==> config.mk <==
export PLATFORM = sky130hd
export DESIGN_NAME = pus_event_regs
export DESIGN_NICKNAME = d
export VERILOG_FILES = /design/src/pkg/pus_pkg.sv /design/src/design/pus_axil_slave.sv /design/src/design/pus_event_regs.sv
export SDC_FILE = /design/constraint.sdc
export NUM_CORES = 1
export LEC_CHECK = 0
export BUFFER_PORTS_ARGS = -buffer_cell sky130_fd_sc_hd__buf_2
export CAP_MARGIN = 20
export CORE_MARGIN = 5
export CORE_UTILIZATION = 53
export DETAILED_ROUTE_END_ITERATION = 16
export GPL_TIMING_DRIVEN = 0
export PLACE_DENSITY_LB_ADDON = 0.1
export REMOVE_ABC_BUFFERS = 1
export SYNTH_ARGS = -nofsm -noshare
export SYNTH_HDL_FRONTEND = slang
export SYNTH_SLANG_ARGS = --single-unit
==> constraint.sdc <==
create_clock -name mclk -period 3.49 [get_ports mclk]
set_clock_uncertainty 0.1 [all_clocks]
set_input_delay 0.8725 -clock mclk [delete_from_list [all_inputs] [get_ports mclk]]
set_output_delay 0.8725 -clock mclk [all_outputs]
set_load 0.005 [all_outputs]
==> src/pkg/pus_pkg.sv <==
// precision-time unit index and gpio event status: shared constants and types
// assumes a 12-bit byte address space seen through an axi4-lite slave
package pus_pkg;

   // ******************************
   // register map
   // ******************************
   localparam int unsigned PUS_ADDR_W = 12;
   localparam logic [11:0] PUS_OFS_UNIT_SELECT = 12'h520;
   localparam logic [11:0] PUS_OFS_FIRE_FLAGS = 12'h524;
   localparam logic [11:0] PUS_OFS_EVENT_FLAGS = 12'h528;
   localparam logic [11:0] PUS_OFS_EVENT_MASK = 12'h5c0;
   localparam logic [11:0] PUS_OFS_WIN_LO = 12'h52c;
   localparam logic [11:0] PUS_OFS_WIN_HI = 12'h5b3;

   // ******************************
   // field layout and reset values
   // ******************************
   localparam int unsigned PUS_STAMP_SEL_BIT = 8;
   localparam int unsigned PUS_FIRE_SEL_LSB = 0;
   localparam int unsigned PUS_FIRE_ERR_LSB = 16;
   localparam int unsigned PUS_FIRE_DONE_LSB = 0;
   localparam int unsigned PUS_FIRE_INT_LSB = 16;
   localparam int unsigned PUS_STAMP_INT_LSB = 0;
   localparam int unsigned PUS_NUM_FIRE = 3;
   localparam int unsigned PUS_NUM_STAMP = 2;
   localparam logic [1:0] PUS_FIRE_SEL_RSVD = 2'h3;
   localparam logic PUS_STAMP_SEL_RST = 1'h0;
   localparam logic [1:0] PUS_FIRE_SEL_RST = 2'h0;
   localparam logic [2:0] PUS_FIRE_FLAG_RST = 3'h0;
   localparam logic [1:0] PUS_STAMP_FLAG_RST = 2'h0;
   localparam logic [31:0] PUS_MASK_RST = 32'h0000_0000;

   // ******************************
   // bus answers
   // ******************************
   localparam logic [1:0] PUS_RESP_OKAY = 2'h0;
   localparam logic [1:0] PUS_RESP_SLVERR = 2'h2;

   typedef struct packed {
      logic [11:0] addr;
      logic [31:0] data;
      logic [3:0] strb;
   } pus_wr_s;

   typedef struct packed {
      logic wr;
      logic rd;
      logic [11:0] addr;
      logic [31:0] data;
      logic [3:0] strb;
      logic [1:0] fire_unit;
      logic stamp_unit;
   } pus_win_s;

   function automatic logic [31:0] pus_byte_mask(input logic [3:0] strb);
      logic [31:0] m;
      m = 32'h0000_0000;
      for (int i = 0; i < 4; i++) begin
         m[i*8 +: 8] = {8{strb[i]}};
      end
      return m;
   endfunction

   function automatic logic pus_in_window(input logic [11:0] a);
      return (a >= PUS_OFS_WIN_LO) && (a <= PUS_OFS_WIN_HI);
   endfunction

endpackage

==> src/design/pus_axil_slave.sv <==
// axi4-lite slave front end: one write and one read in flight at a time
// assumes the register core decodes combinationally in the strobe cycle
`timescale 1ns/100ps
module pus_axil_slave
   import pus_pkg::*;
(
   input wire logic mclk,
   input wire logic reset,
   input wire logic [11:0] s_axi_awaddr,
   input wire logic s_axi_awvalid,
   output logic s_axi_awready,
   input wire logic [31:0] s_axi_wdata,
   input wire logic [3:0] s_axi_wstrb,
   input wire logic s_axi_wvalid,
   output logic s_axi_wready,
   output logic [1:0] s_axi_bresp,
   output logic s_axi_bvalid,
   input wire logic s_axi_bready,
   input wire logic [11:0] s_axi_araddr,
   input wire logic s_axi_arvalid,
   output logic s_axi_arready,
   output logic [31:0] s_axi_rdata,
   output logic [1:0] s_axi_rresp,
   output logic s_axi_rvalid,
   input wire logic s_axi_rready,
   output pus_wr_s wr_req,
   output logic wr_stb,
   input wire logic wr_ok,
   output logic [11:0] rd_addr,
   output logic rd_stb,
   input wire logic [31:0] rd_data,
   input wire logic rd_ok
);

   logic aw_held_ff, w_held_ff, bvalid_ff, ar_held_ff, rvalid_ff;
   logic [11:0] awaddr_ff, araddr_ff;
   logic [31:0] wdata_ff, rdata_ff;
   logic [3:0] wstrb_ff;
   logic [1:0] bresp_ff, rresp_ff;

   assign s_axi_awready = !aw_held_ff && !bvalid_ff;
   assign s_axi_wready = !w_held_ff && !bvalid_ff;
   assign s_axi_arready = !ar_held_ff && !rvalid_ff;
   assign s_axi_bvalid = bvalid_ff;
   assign s_axi_bresp = bresp_ff;
   assign s_axi_rvalid = rvalid_ff;
   assign s_axi_rdata = rdata_ff;
   assign s_axi_rresp = rresp_ff;

   assign wr_stb = aw_held_ff && w_held_ff && !bvalid_ff;
   assign wr_req = '{addr: {awaddr_ff[11:2], 2'h0}, data: wdata_ff, strb: wstrb_ff};
   assign rd_stb = ar_held_ff && !rvalid_ff;
   assign rd_addr = {araddr_ff[11:2], 2'h0};

   // ******************************
   // write path
   // ******************************
   always_ff @(posedge mclk) begin
      if (reset) begin
         aw_held_ff <= 1'b0;
         w_held_ff <= 1'b0;
         bvalid_ff <= 1'b0;
         bresp_ff <= PUS_RESP_OKAY;
         awaddr_ff <= 12'h000;
         wdata_ff <= 32'h0000_0000;
         wstrb_ff <= 4'h0;
      end else begin
         if (s_axi_awvalid && s_axi_awready) begin
            aw_held_ff <= 1'b1;
            awaddr_ff <= s_axi_awaddr;
         end
         if (s_axi_wvalid && s_axi_wready) begin
            w_held_ff <= 1'b1;
            wdata_ff <= s_axi_wdata;
            wstrb_ff <= s_axi_wstrb;
         end
         if (wr_stb) begin
            aw_held_ff <= 1'b0;
            w_held_ff <= 1'b0;
            bvalid_ff <= 1'b1;
            bresp_ff <= wr_ok ? PUS_RESP_OKAY : PUS_RESP_SLVERR;
         end else if (bvalid_ff && s_axi_bready) begin
            bvalid_ff <= 1'b0;
         end
      end
   end

   // ******************************
   // read path
   // ******************************
   always_ff @(posedge mclk) begin
      if (reset) begin
         ar_held_ff <= 1'b0;
         araddr_ff <= 12'h000;
         rvalid_ff <= 1'b0;
         rdata_ff <= 32'h0000_0000;
         rresp_ff <= PUS_RESP_OKAY;
      end else begin
         if (s_axi_arvalid && s_axi_arready) begin
            ar_held_ff <= 1'b1;
            araddr_ff <= s_axi_araddr;
         end
         if (rd_stb) begin
            ar_held_ff <= 1'b0;
            rvalid_ff <= 1'b1;
            rdata_ff <= rd_ok ? rd_data : 32'h0000_0000;
            rresp_ff <= rd_ok ? PUS_RESP_OKAY : PUS_RESP_SLVERR;
         end else if (rvalid_ff && s_axi_rready) begin
            rvalid_ff <= 1'b0;
         end
      end
   end

endmodule // pus_axil_slave

==> src/design/pus_event_regs.sv <==
// precision-time unit index, trigger error/done flags and gpio event interrupt flags
// assumes the trigger and timestamp engines sit outside and answer the indexed window
`timescale 1ns/100ps
module pus_event_regs
   import pus_pkg::*;
(
   input wire logic mclk,
   input wire logic reset,
   input wire logic [11:0] s_axi_awaddr,
   input wire logic s_axi_awvalid,
   output logic s_axi_awready,
   input wire logic [31:0] s_axi_wdata,
   input wire logic [3:0] s_axi_wstrb,
   input wire logic s_axi_wvalid,
   output logic s_axi_wready,
   output logic [1:0] s_axi_bresp,
   output logic s_axi_bvalid,
   input wire logic s_axi_bready,
   input wire logic [11:0] s_axi_araddr,
   input wire logic s_axi_arvalid,
   output logic s_axi_arready,
   output logic [31:0] s_axi_rdata,
   output logic [1:0] s_axi_rresp,
   output logic s_axi_rvalid,
   input wire logic s_axi_rready,
   input wire logic [2:0] fire_err_evt,
   input wire logic [2:0] fire_done_evt,
   input wire logic [2:0] fire_report_enable,
   input wire logic [2:0] fire_enable_wr_zero,
   input wire logic [1:0] stamp_evt,
   input wire logic [1:0] stamp_int_enable,
   output pus_win_s win,
   input wire logic [31:0] win_rdata,
   output logic stamp_unit_select,
   output logic [1:0] fire_unit_select,
   output logic gpio_event_any,
   output logic irq
);

   pus_wr_s wr_req;
   logic wr_stb, wr_ok, rd_stb, rd_ok;
   logic [11:0] rd_addr;
   logic [31:0] rd_data, wmask;

   logic stamp_sel_ff;
   logic [1:0] fire_sel_ff;
   logic [2:0] fire_err_ff, fire_done_ff, fire_int_ff;
   logic [1:0] stamp_int_ff;
   logic [31:0] mask_ff;

   logic [2:0] err_set, done_set, fire_int_set;
   logic [1:0] stamp_int_set;
   logic [2:0] err_clr, done_clr, fire_int_clr;
   logic [1:0] stamp_int_clr;
   logic [31:0] fire_flags_word, event_flags_word;

   pus_axil_slave u_slave (
      .mclk(mclk),
      .reset(reset),
      .s_axi_awaddr(s_axi_awaddr),
      .s_axi_awvalid(s_axi_awvalid),
      .s_axi_awready(s_axi_awready),
      .s_axi_wdata(s_axi_wdata),
      .s_axi_wstrb(s_axi_wstrb),
      .s_axi_wvalid(s_axi_wvalid),
      .s_axi_wready(s_axi_wready),
      .s_axi_bresp(s_axi_bresp),
      .s_axi_bvalid(s_axi_bvalid),
      .s_axi_bready(s_axi_bready),
      .s_axi_araddr(s_axi_araddr),
      .s_axi_arvalid(s_axi_arvalid),
      .s_axi_arready(s_axi_arready),
      .s_axi_rdata(s_axi_rdata),
      .s_axi_rresp(s_axi_rresp),
      .s_axi_rvalid(s_axi_rvalid),
      .s_axi_rready(s_axi_rready),
      .wr_req(wr_req),
      .wr_stb(wr_stb),
      .wr_ok(wr_ok),
      .rd_addr(rd_addr),
      .rd_stb(rd_stb),
      .rd_data(rd_data),
      .rd_ok(rd_ok)
   );

   // ******************************
   // indexed window steering
   // ******************************
   assign stamp_unit_select = stamp_sel_ff;
   assign fire_unit_select = fire_sel_ff;
   always_comb begin
      win.wr = wr_stb && pus_in_window(wr_req.addr);
      win.rd = rd_stb && pus_in_window(rd_addr);
      win.addr = win.wr ? wr_req.addr : rd_addr;
      win.data = wr_req.data;
      win.strb = wr_req.strb;
      win.fire_unit = fire_sel_ff;
      win.stamp_unit = stamp_sel_ff;
   end

   // ******************************
   // unit select register
   // ******************************
   assign wmask = pus_byte_mask(wr_req.strb);
   always_ff @(posedge mclk) begin
      if (reset) begin
         stamp_sel_ff <= PUS_STAMP_SEL_RST;
         fire_sel_ff <= PUS_FIRE_SEL_RST;
      end else if (wr_stb && wr_req.addr == PUS_OFS_UNIT_SELECT) begin
         if (wmask[PUS_STAMP_SEL_BIT]) begin
            stamp_sel_ff <= wr_req.data[PUS_STAMP_SEL_BIT];
         end
         // the reserved code would address no unit, so it is dropped
         if (wmask[PUS_FIRE_SEL_LSB] &&
             wr_req.data[PUS_FIRE_SEL_LSB +: 2] != PUS_FIRE_SEL_RSVD) begin
            fire_sel_ff <= wr_req.data[PUS_FIRE_SEL_LSB +: 2];
         end
      end
   end

   // ******************************
   // sticky flags, set wins over clear
   // ******************************
   always_comb begin
      err_set = fire_err_evt & fire_report_enable;
      done_set = fire_done_evt & fire_report_enable;
      fire_int_set = err_set | done_set;
      stamp_int_set = stamp_evt & stamp_int_enable;
      err_clr = fire_enable_wr_zero;
      done_clr = 3'h0;
      fire_int_clr = 3'h0;
      stamp_int_clr = 2'h0;
      if (wr_stb && wr_req.addr == PUS_OFS_FIRE_FLAGS) begin
         err_clr = err_clr | (wr_req.data[PUS_FIRE_ERR_LSB +: 3]
                              & wmask[PUS_FIRE_ERR_LSB +: 3]);
         done_clr = wr_req.data[PUS_FIRE_DONE_LSB +: 3] & wmask[PUS_FIRE_DONE_LSB +: 3];
      end
      if (wr_stb && wr_req.addr == PUS_OFS_EVENT_FLAGS) begin
         fire_int_clr = wr_req.data[PUS_FIRE_INT_LSB +: 3] & wmask[PUS_FIRE_INT_LSB +: 3];
         stamp_int_clr = wr_req.data[PUS_STAMP_INT_LSB +: 2]
                         & wmask[PUS_STAMP_INT_LSB +: 2];
      end
   end

   always_ff @(posedge mclk) begin
      if (reset) begin
         fire_err_ff <= PUS_FIRE_FLAG_RST;
         fire_done_ff <= PUS_FIRE_FLAG_RST;
      end else begin
         fire_err_ff <= (fire_err_ff & ~err_clr) | err_set;
         fire_done_ff <= (fire_done_ff & ~done_clr) | done_set;
      end
   end

   always_ff @(posedge mclk) begin
      if (reset) begin
         fire_int_ff <= PUS_FIRE_FLAG_RST;
         stamp_int_ff <= PUS_STAMP_FLAG_RST;
      end else begin
         fire_int_ff <= (fire_int_ff & ~fire_int_clr) | fire_int_set;
         stamp_int_ff <= (stamp_int_ff & ~stamp_int_clr) | stamp_int_set;
      end
   end

   // ******************************
   // interrupt mask and outputs
   // ******************************
   always_ff @(posedge mclk) begin
      if (reset) begin
         mask_ff <= PUS_MASK_RST;
      end else if (wr_stb && wr_req.addr == PUS_OFS_EVENT_MASK) begin
         mask_ff <= (mask_ff & ~wmask) | (wr_req.data & wmask);
      end
   end

   always_comb begin
      fire_flags_word = 32'h0000_0000;
      fire_flags_word[PUS_FIRE_ERR_LSB +: 3] = fire_err_ff;
      fire_flags_word[PUS_FIRE_DONE_LSB +: 3] = fire_done_ff;
      event_flags_word = 32'h0000_0000;
      event_flags_word[PUS_FIRE_INT_LSB +: 3] = fire_int_ff;
      event_flags_word[PUS_STAMP_INT_LSB +: 2] = stamp_int_ff;
   end

   assign gpio_event_any = |fire_int_ff || |stamp_int_ff;
   // mask bits outside the flag layout have no flag behind them
   assign irq = |(event_flags_word & mask_ff);

   // ******************************
   // read and write decode
   // ******************************
   always_comb begin
      rd_ok = 1'b1;
      if (rd_addr == PUS_OFS_UNIT_SELECT) begin
         rd_data = 32'h0000_0000;
         rd_data[PUS_STAMP_SEL_BIT] = stamp_sel_ff;
         rd_data[PUS_FIRE_SEL_LSB +: 2] = fire_sel_ff;
      end else if (rd_addr == PUS_OFS_FIRE_FLAGS) begin
         rd_data = fire_flags_word;
      end else if (rd_addr == PUS_OFS_EVENT_FLAGS) begin
         rd_data = event_flags_word;
      end else if (rd_addr == PUS_OFS_EVENT_MASK) begin
         rd_data = mask_ff;
      end else if (pus_in_window(rd_addr)) begin
         rd_data = win_rdata;
      end else begin
         rd_data = 32'h0000_0000;
         rd_ok = 1'b0;
      end
   end

   always_comb begin
      if (wr_req.addr == PUS_OFS_UNIT_SELECT || wr_req.addr == PUS_OFS_FIRE_FLAGS) begin
         wr_ok = 1'b1;
      end else if (wr_req.addr == PUS_OFS_EVENT_FLAGS || wr_req.addr == PUS_OFS_EVENT_MASK) begin
         wr_ok = 1'b1;
      end else if (pus_in_window(wr_req.addr)) begin
         wr_ok = 1'b1;
      end else begin
         wr_ok = 1'b0;
      end
   end
endmodule // pus_event_regs

==> results.cfg, run 1 <==
[clock_network]
numClockSinks = 141
hold_buffers = 0
clock_latency_ps = 530
ctsRootBufferMaster = clkbuf_8
postCtsSetupBuffers = 0
numCtsBuffers = 17
clk_pin_slew_ps = 60
cts_tree = yes
htreeDepth = 4
clk_path_buf_depth = 2

[setup_path]
crit_path_start = u_slave.awaddr_ff[2]$_SDFFE_PP0P_
path_class = flop to output pin
cp.depth = 7
crit_arrival_ps = 2360
r2r_cells = 6
r2r_start = u_slave.araddr_ff[2]$_SDFFE_PP0P_
rrSetupSlack_ps = 1020
slowest_delay_ps = 370
path_common_cell = buf_2
path_cells = or2_1 > and3_1 > o21ai_2 > o311ai_4 > buf_2 > mux2_1 > buf_2
slowest_stage = dfxtp_2
crit_fanout = 10
crit_buf_inv = 2
setup.worst_path.end_class = output pin
worstPathRequired_ps = 2520
start_kind = flop
cp_top_family = simple AND/OR/NAND/NOR gates

[sta]
worst_slew_pin_slew_ps = 956
clock.fmax_ghz = 0.300
setup_viol = 0
rsz0062_at_grt = no
fin_setup_tns_ps = 0
fin_ws_ps = 160
final-hold-violation-count = 0
relSlewSlack_pct = 36.2
finalMaxSlewViolations = 0
min_period_ps = 3330
period_share_pct = 95.4

[global_route]
grt_pass1_wl_mm = 26.8
grt.total_usage_pct = 25.8
overflow = 0
grt_pass1_vias = 5565
grt_antenna_before_repair = 1
grt_start_max_net_pins = 62

[synthesis]
synth_top_cell_by_area = dfxtp_1
synth_area_leaders = dfxtp_1 (49%), nand2_1 (11%), a21oi_1 (6.5%), mux2i_1 (5.7%), a22oi_1 (3.8%)
ys.warnings.count = 0
async_flop_share_pct = 0
synth_seq_cells = 141
syn_area_per_cell_um2 = 8.54
synth_enable_flop_cells = 0
ys_seq_area_share_pct = 48.9
synth.distinct_cells = 58
netlist.area_leader.share_pct = 48.9
synthCells = 676
synth_area_um2 = 5770
synthFlopType = dfxtp_1

[detailed_routing]
wirelength_mm = 16.9
ant_nets = 0
via_count = 5577
dr.pass1.iters = 6
dr.first_iter.drc_count = 492
via_per_inst = 5.48
wl_per_cell_um = 16.6
drc = 0

[placement]
numPortBuffers = 205
pre_cts_ws_ps = 511
placed_area_um2 = 6920
dpl.cell_count = 986
dpl.hpwl_mm = 12.2
gp_congestion = 0.902

[hold_path]
hp-start = u_slave.s_axi_rdata[29]$_SDFFE_PP0P_
holdCritPathClass = flop to flop
hold_path_depth = 2

[run]
max_cap_violations = 0

[floorplanning]
start_util_pct = 53.7
die_x_um = 114
dieArea_um2 = 13100
rows = 38
coreArea_um2 = 10700
dieHeight_um = 114
boundaryPins = 214

[final_layout]
stdcell_area_um2 = 7520
syn_to_final_growth_pct = 30.3
fin_cells = 1018
antenna_cells = 0
drive_gt1_share_pct = 30.1
nets = 980

[power]
p_leak_nw = 3.43
p_per_area_nw_per_um2 = 514
ir_worst_vdd_v = 0.000293

[run_status]
status = completed
worst reg2reg max path, cell delays in order (launching register included):
cell and delay [ps]:
dfxtp_1 620, o2111a_1 280, a211oi_1 60, and2_1 420, buf_16 280, a221o_1 360
a32o_1 240
per-stage QoR:
step	utilization, %	hold WS [ps]	total power [W]
after global placement	63.1	333	0.00213
after global routing	70.0	366	0.00400
after floorplan	-	326	0.00194
after detailed placement	64.4	339	0.00216
after CTS	69.8	348	0.00387
final	70.0	344	0.00386
what timing repair did:
item	4_1_cts	5_1_grt
gates cloned	0	0
gates resized for setup	1	4
endpoints found under the setup margin	2	2
worst paths after layout:
| kind | to |
|---|---|
| max | win[44] |
| min reg2reg | u_slave.s_axi_rdata[29]$_SDFFE_PP0P_ |
| max reg2reg | u_slave.s_axi_rdata[0]$_SDFFE_PP0P_ |
| min | u_slave.s_axi_rdata[29]$_SDFFE_PP0P_ |
routing by layer:
metal  global-route usage (%)  vias up  part of all wire, %
met5                        0        -                0.041
li1                         -     2728                    -
met3                     7.51       30                  8.0
met4                     8.55        2                  1.6
met1                     31.2     2591                   41
met2                     44.0      226                   49
cells in the mapped netlist (4+ instances only):
cell      number
buf_2          7
a211oi_1       4
mux2i_1       33
buf_4          7
a22oi_1       29
a21oi_1       75
nor2_1        42
dfxtp_1      141
nand2b_1       6
clkbuf_1      28
o21ai_0        9
mux2_1         4
inv_1         12
nand3_2        5
nand2_1      163
o21ai_1       28
o22ai_1        7
a311oi_1       5
and2_1         8
cells by family after synthesis:
group	share of synthesized area [%]
flops	48.9
other cells	0.0650
simple gates	20.3
compound gates	19.5
mux	6.90
buf+inv	4.31
report_power, final:
group	internal [W]	switching [W]	total [W]
clock network	0.00104	0.000695	0.00173
logic	0.000162	0.000217	0.000380
registers	0.00168	0.0000734	0.00175
layout by cell type, fill, tap and decap left out, drive strengths merged, types with 4 or more instances in the layout:
cell and instances:
buf 212, and2 8, a211oi 5, nand2b 6
nand2 163, nor3 6, clkinvlp 5, nand3 8
nor2 43, mux2 6, a311oi 6, o21ai 37
a21oi 75, a22oi 29, inv 14, mux2i 33
clkbuf 20, conb 4, o22ai 7, dfxtp 141
area by class of cell:
cell class              count  area [um^2]
fillers                   916         3230
flip-flops and latches    141         2830
multi-input cells         481         2740
repair buffers            212         1160
clock buffers              20          435
well taps                 140          175
clock inverters            12          138
inverters                  12         45.0
(Power assumes the default switching activity.)
==> run 2, diff against run 1 <==
- clock period: 3.49 -> 4.05 ns (I/O delays scaled with it)
==> results.cfg, run 2 (synthesis results as in run 1) <==
[run_status]
status = completed

[setup_path]
r2r_start = u_slave.araddr_ff[3]$_SDFFE_PP0P_
path_class = flop to output pin
crit_arrival_ps = 2570
r2r_end = u_slave.s_axi_rdata[0]$_SDFFE_PP0P_
r2r_cells = 6
crit_path_start = u_slave.awaddr_ff[3]$_SDFFE_PP0P_
rrSetupSlack_ps = 1580
start_kind = flop
setup.worst_path.end_class = output pin
crit_fanout = 11
worstPathRequired_ps = 2940

[placement]
gp_congestion = 0.902
dpl.cell_count = 986
numPortBuffers = 205
dpl.hpwl_mm = 12.2

[final_layout]
fin_cells = 1018
nets = 980
drive_gt1_share_pct = 29.6
nFillCells = 918
syn_to_final_growth_pct = 29.9
mostFrequentLayoutCell = buf_2
antenna_cells = 0
final_cell_mix = buf_2 (205), nand2_1 (163), dfxtp_1 (141), a21oi_1 (75), nor2_1 (41)

[power]
pwr-share-seq_pct = 45.3
p_per_area_nw_per_um2 = 443
ir_worst_vdd_v = 0.000249
p_int_w = 0.00248
netSwitchingFraction_pct = 25.3
p_comb_share_pct = 9.8
clkPwrFrac_pct = 44.8
p_leak_nw = 3.43
switchingPower_w = 0.000841

[hold_path]
hold_path_depth = 2
min_to = u_slave.s_axi_rdata[29]$_SDFFE_PP0P_
holdCritPathClass = flop to flop
hp-start = u_slave.s_axi_rdata[29]$_SDFFE_PP0P_

[sta]
final-hold-violation-count = 0
worst_slew_pin_slew_ps = 943
hold_ws_ps = 344
relSlewSlack_pct = 37.1
fin_setup_tns_ps = 0
setup_viol = 0
rsz0062_at_grt = no
finalMaxSlewViolations = 0
period_share_pct = 91.0
clock.fmax_ghz = 0.271
min_period_ps = 3680

[floorplanning]
rows = 38
start_util_pct = 53.7
coreArea_um2 = 10700
die_x_um = 114
dieArea_um2 = 13100
boundaryPins = 214
dieHeight_um = 114

[global_route]
grt_antenna_before_repair = 1
grt.total_usage_pct = 25.8
overflow = 0
grt_pass1_wl_mm = 26.8
grt_pass1_vias = 5595
grt_start_max_net_pins = 62

[clock_network]
clock_latency_ps = 520
clk_path_buf_depth = 2
hold_buffers = 0
htreeDepth = 4
numCtsBuffers = 17
clk_pin_slew_ps = 60
ctsRootBufferMaster = clkbuf_8
numClockSinks = 141
cts_tree = yes
postCtsSetupBuffers = 0
cts_resized = 0

[detailed_routing]
via_per_inst = 5.50
drc = 0
dr.pass1.iters = 5
wl_per_cell_um = 16.6
via_count = 5598
ant_nets = 0
dr.first_iter.drc_count = 438
wirelength_mm = 16.9

[run]
max_cap_violations = 0
[run 2: cell count changes in the layout (fill, tap and decap cells not counted)]
| cell | delta |
|---|---|
| dfxtp_1 | +2 |
| dfxtp_2 | -2 |
| o21ai_1 | +1 |
| o21ai_2 | -1 |
| o311ai_1 | +1 |
| o311ai_4 | -1 |
[run 2: worst max-delay path by stage]
stage | to | slack [ps] | cells after the start
2_1_floorplan | u_slave.s_axi_rdata[16]$_SDFFE_PP0P_ | 1050 | 5
3_3_place_gp | u_slave.s_axi_rdata[16]$_SDFFE_PP0P_ | -470 | 5
3_5_place_dp | win[44] | 930 | 6
4_1_cts | win[44] | 370 | 6
5_1_grt | win[44] | 140 | 6
6_report | win[44] | 370 | 6
[run 2: routing by layer]
layer  routed length [um]  track usage [%]
met4                  258             9.42
met2                 8280             43.9
met5                    7                0
met1                 6860             31.1
met3                 1480             7.19
[run 2: cell type report]
class | count | area, um^2 | area share, %
clock buffers | 20 | 435 | 5.81
clock inverters | 12 | 138 | 1.84
inverters | 12 | 45.0 | 0.601
multi-input cells | 481 | 2720 | 36.3
flip-flops and latches | 141 | 2820 | 37.7
well taps | 140 | 175 | 2.34
repair buffers | 212 | 1160 | 15.4
[run 2: metrics by stage]
step / power, W / setup slack [ps] / instance area, um^2 / util [%]
global route: 0.00345 / 139 / 7500 / 69.8
floorplan: 0.00167 / 1050 / 5580 / -
finish: 0.00332 / 366 / 7500 / 69.8
CTS: 0.00334 / 370 / 7500 / 69.8
global placement: 0.00184 / -466 / 6780 / 63.1
detailed placement: 0.00186 / 931 / 6920 / 64.4
[run 2: power groups by stage]
stage | clock network [W] | registers (W) | logic, W
floorplan | 0 | 0.00152 | 0.000148
global placement | 0 | 0.00153 | 0.000307
detailed placement | 0 | 0.00153 | 0.000326
CTS | 0.00150 | 0.00150 | 0.000329
global route | 0.00157 | 0.00152 | 0.000363
finish | 0.00149 | 0.00151 | 0.000327
[run 2: worst max-delay path: stages (launching register included)]
cell,delay (ps)
dfxtp_1,400
a21oi_1,190
nor2b_1,60
o311ai_1,630
buf_2,310
mux2_1,340
buf_2,130
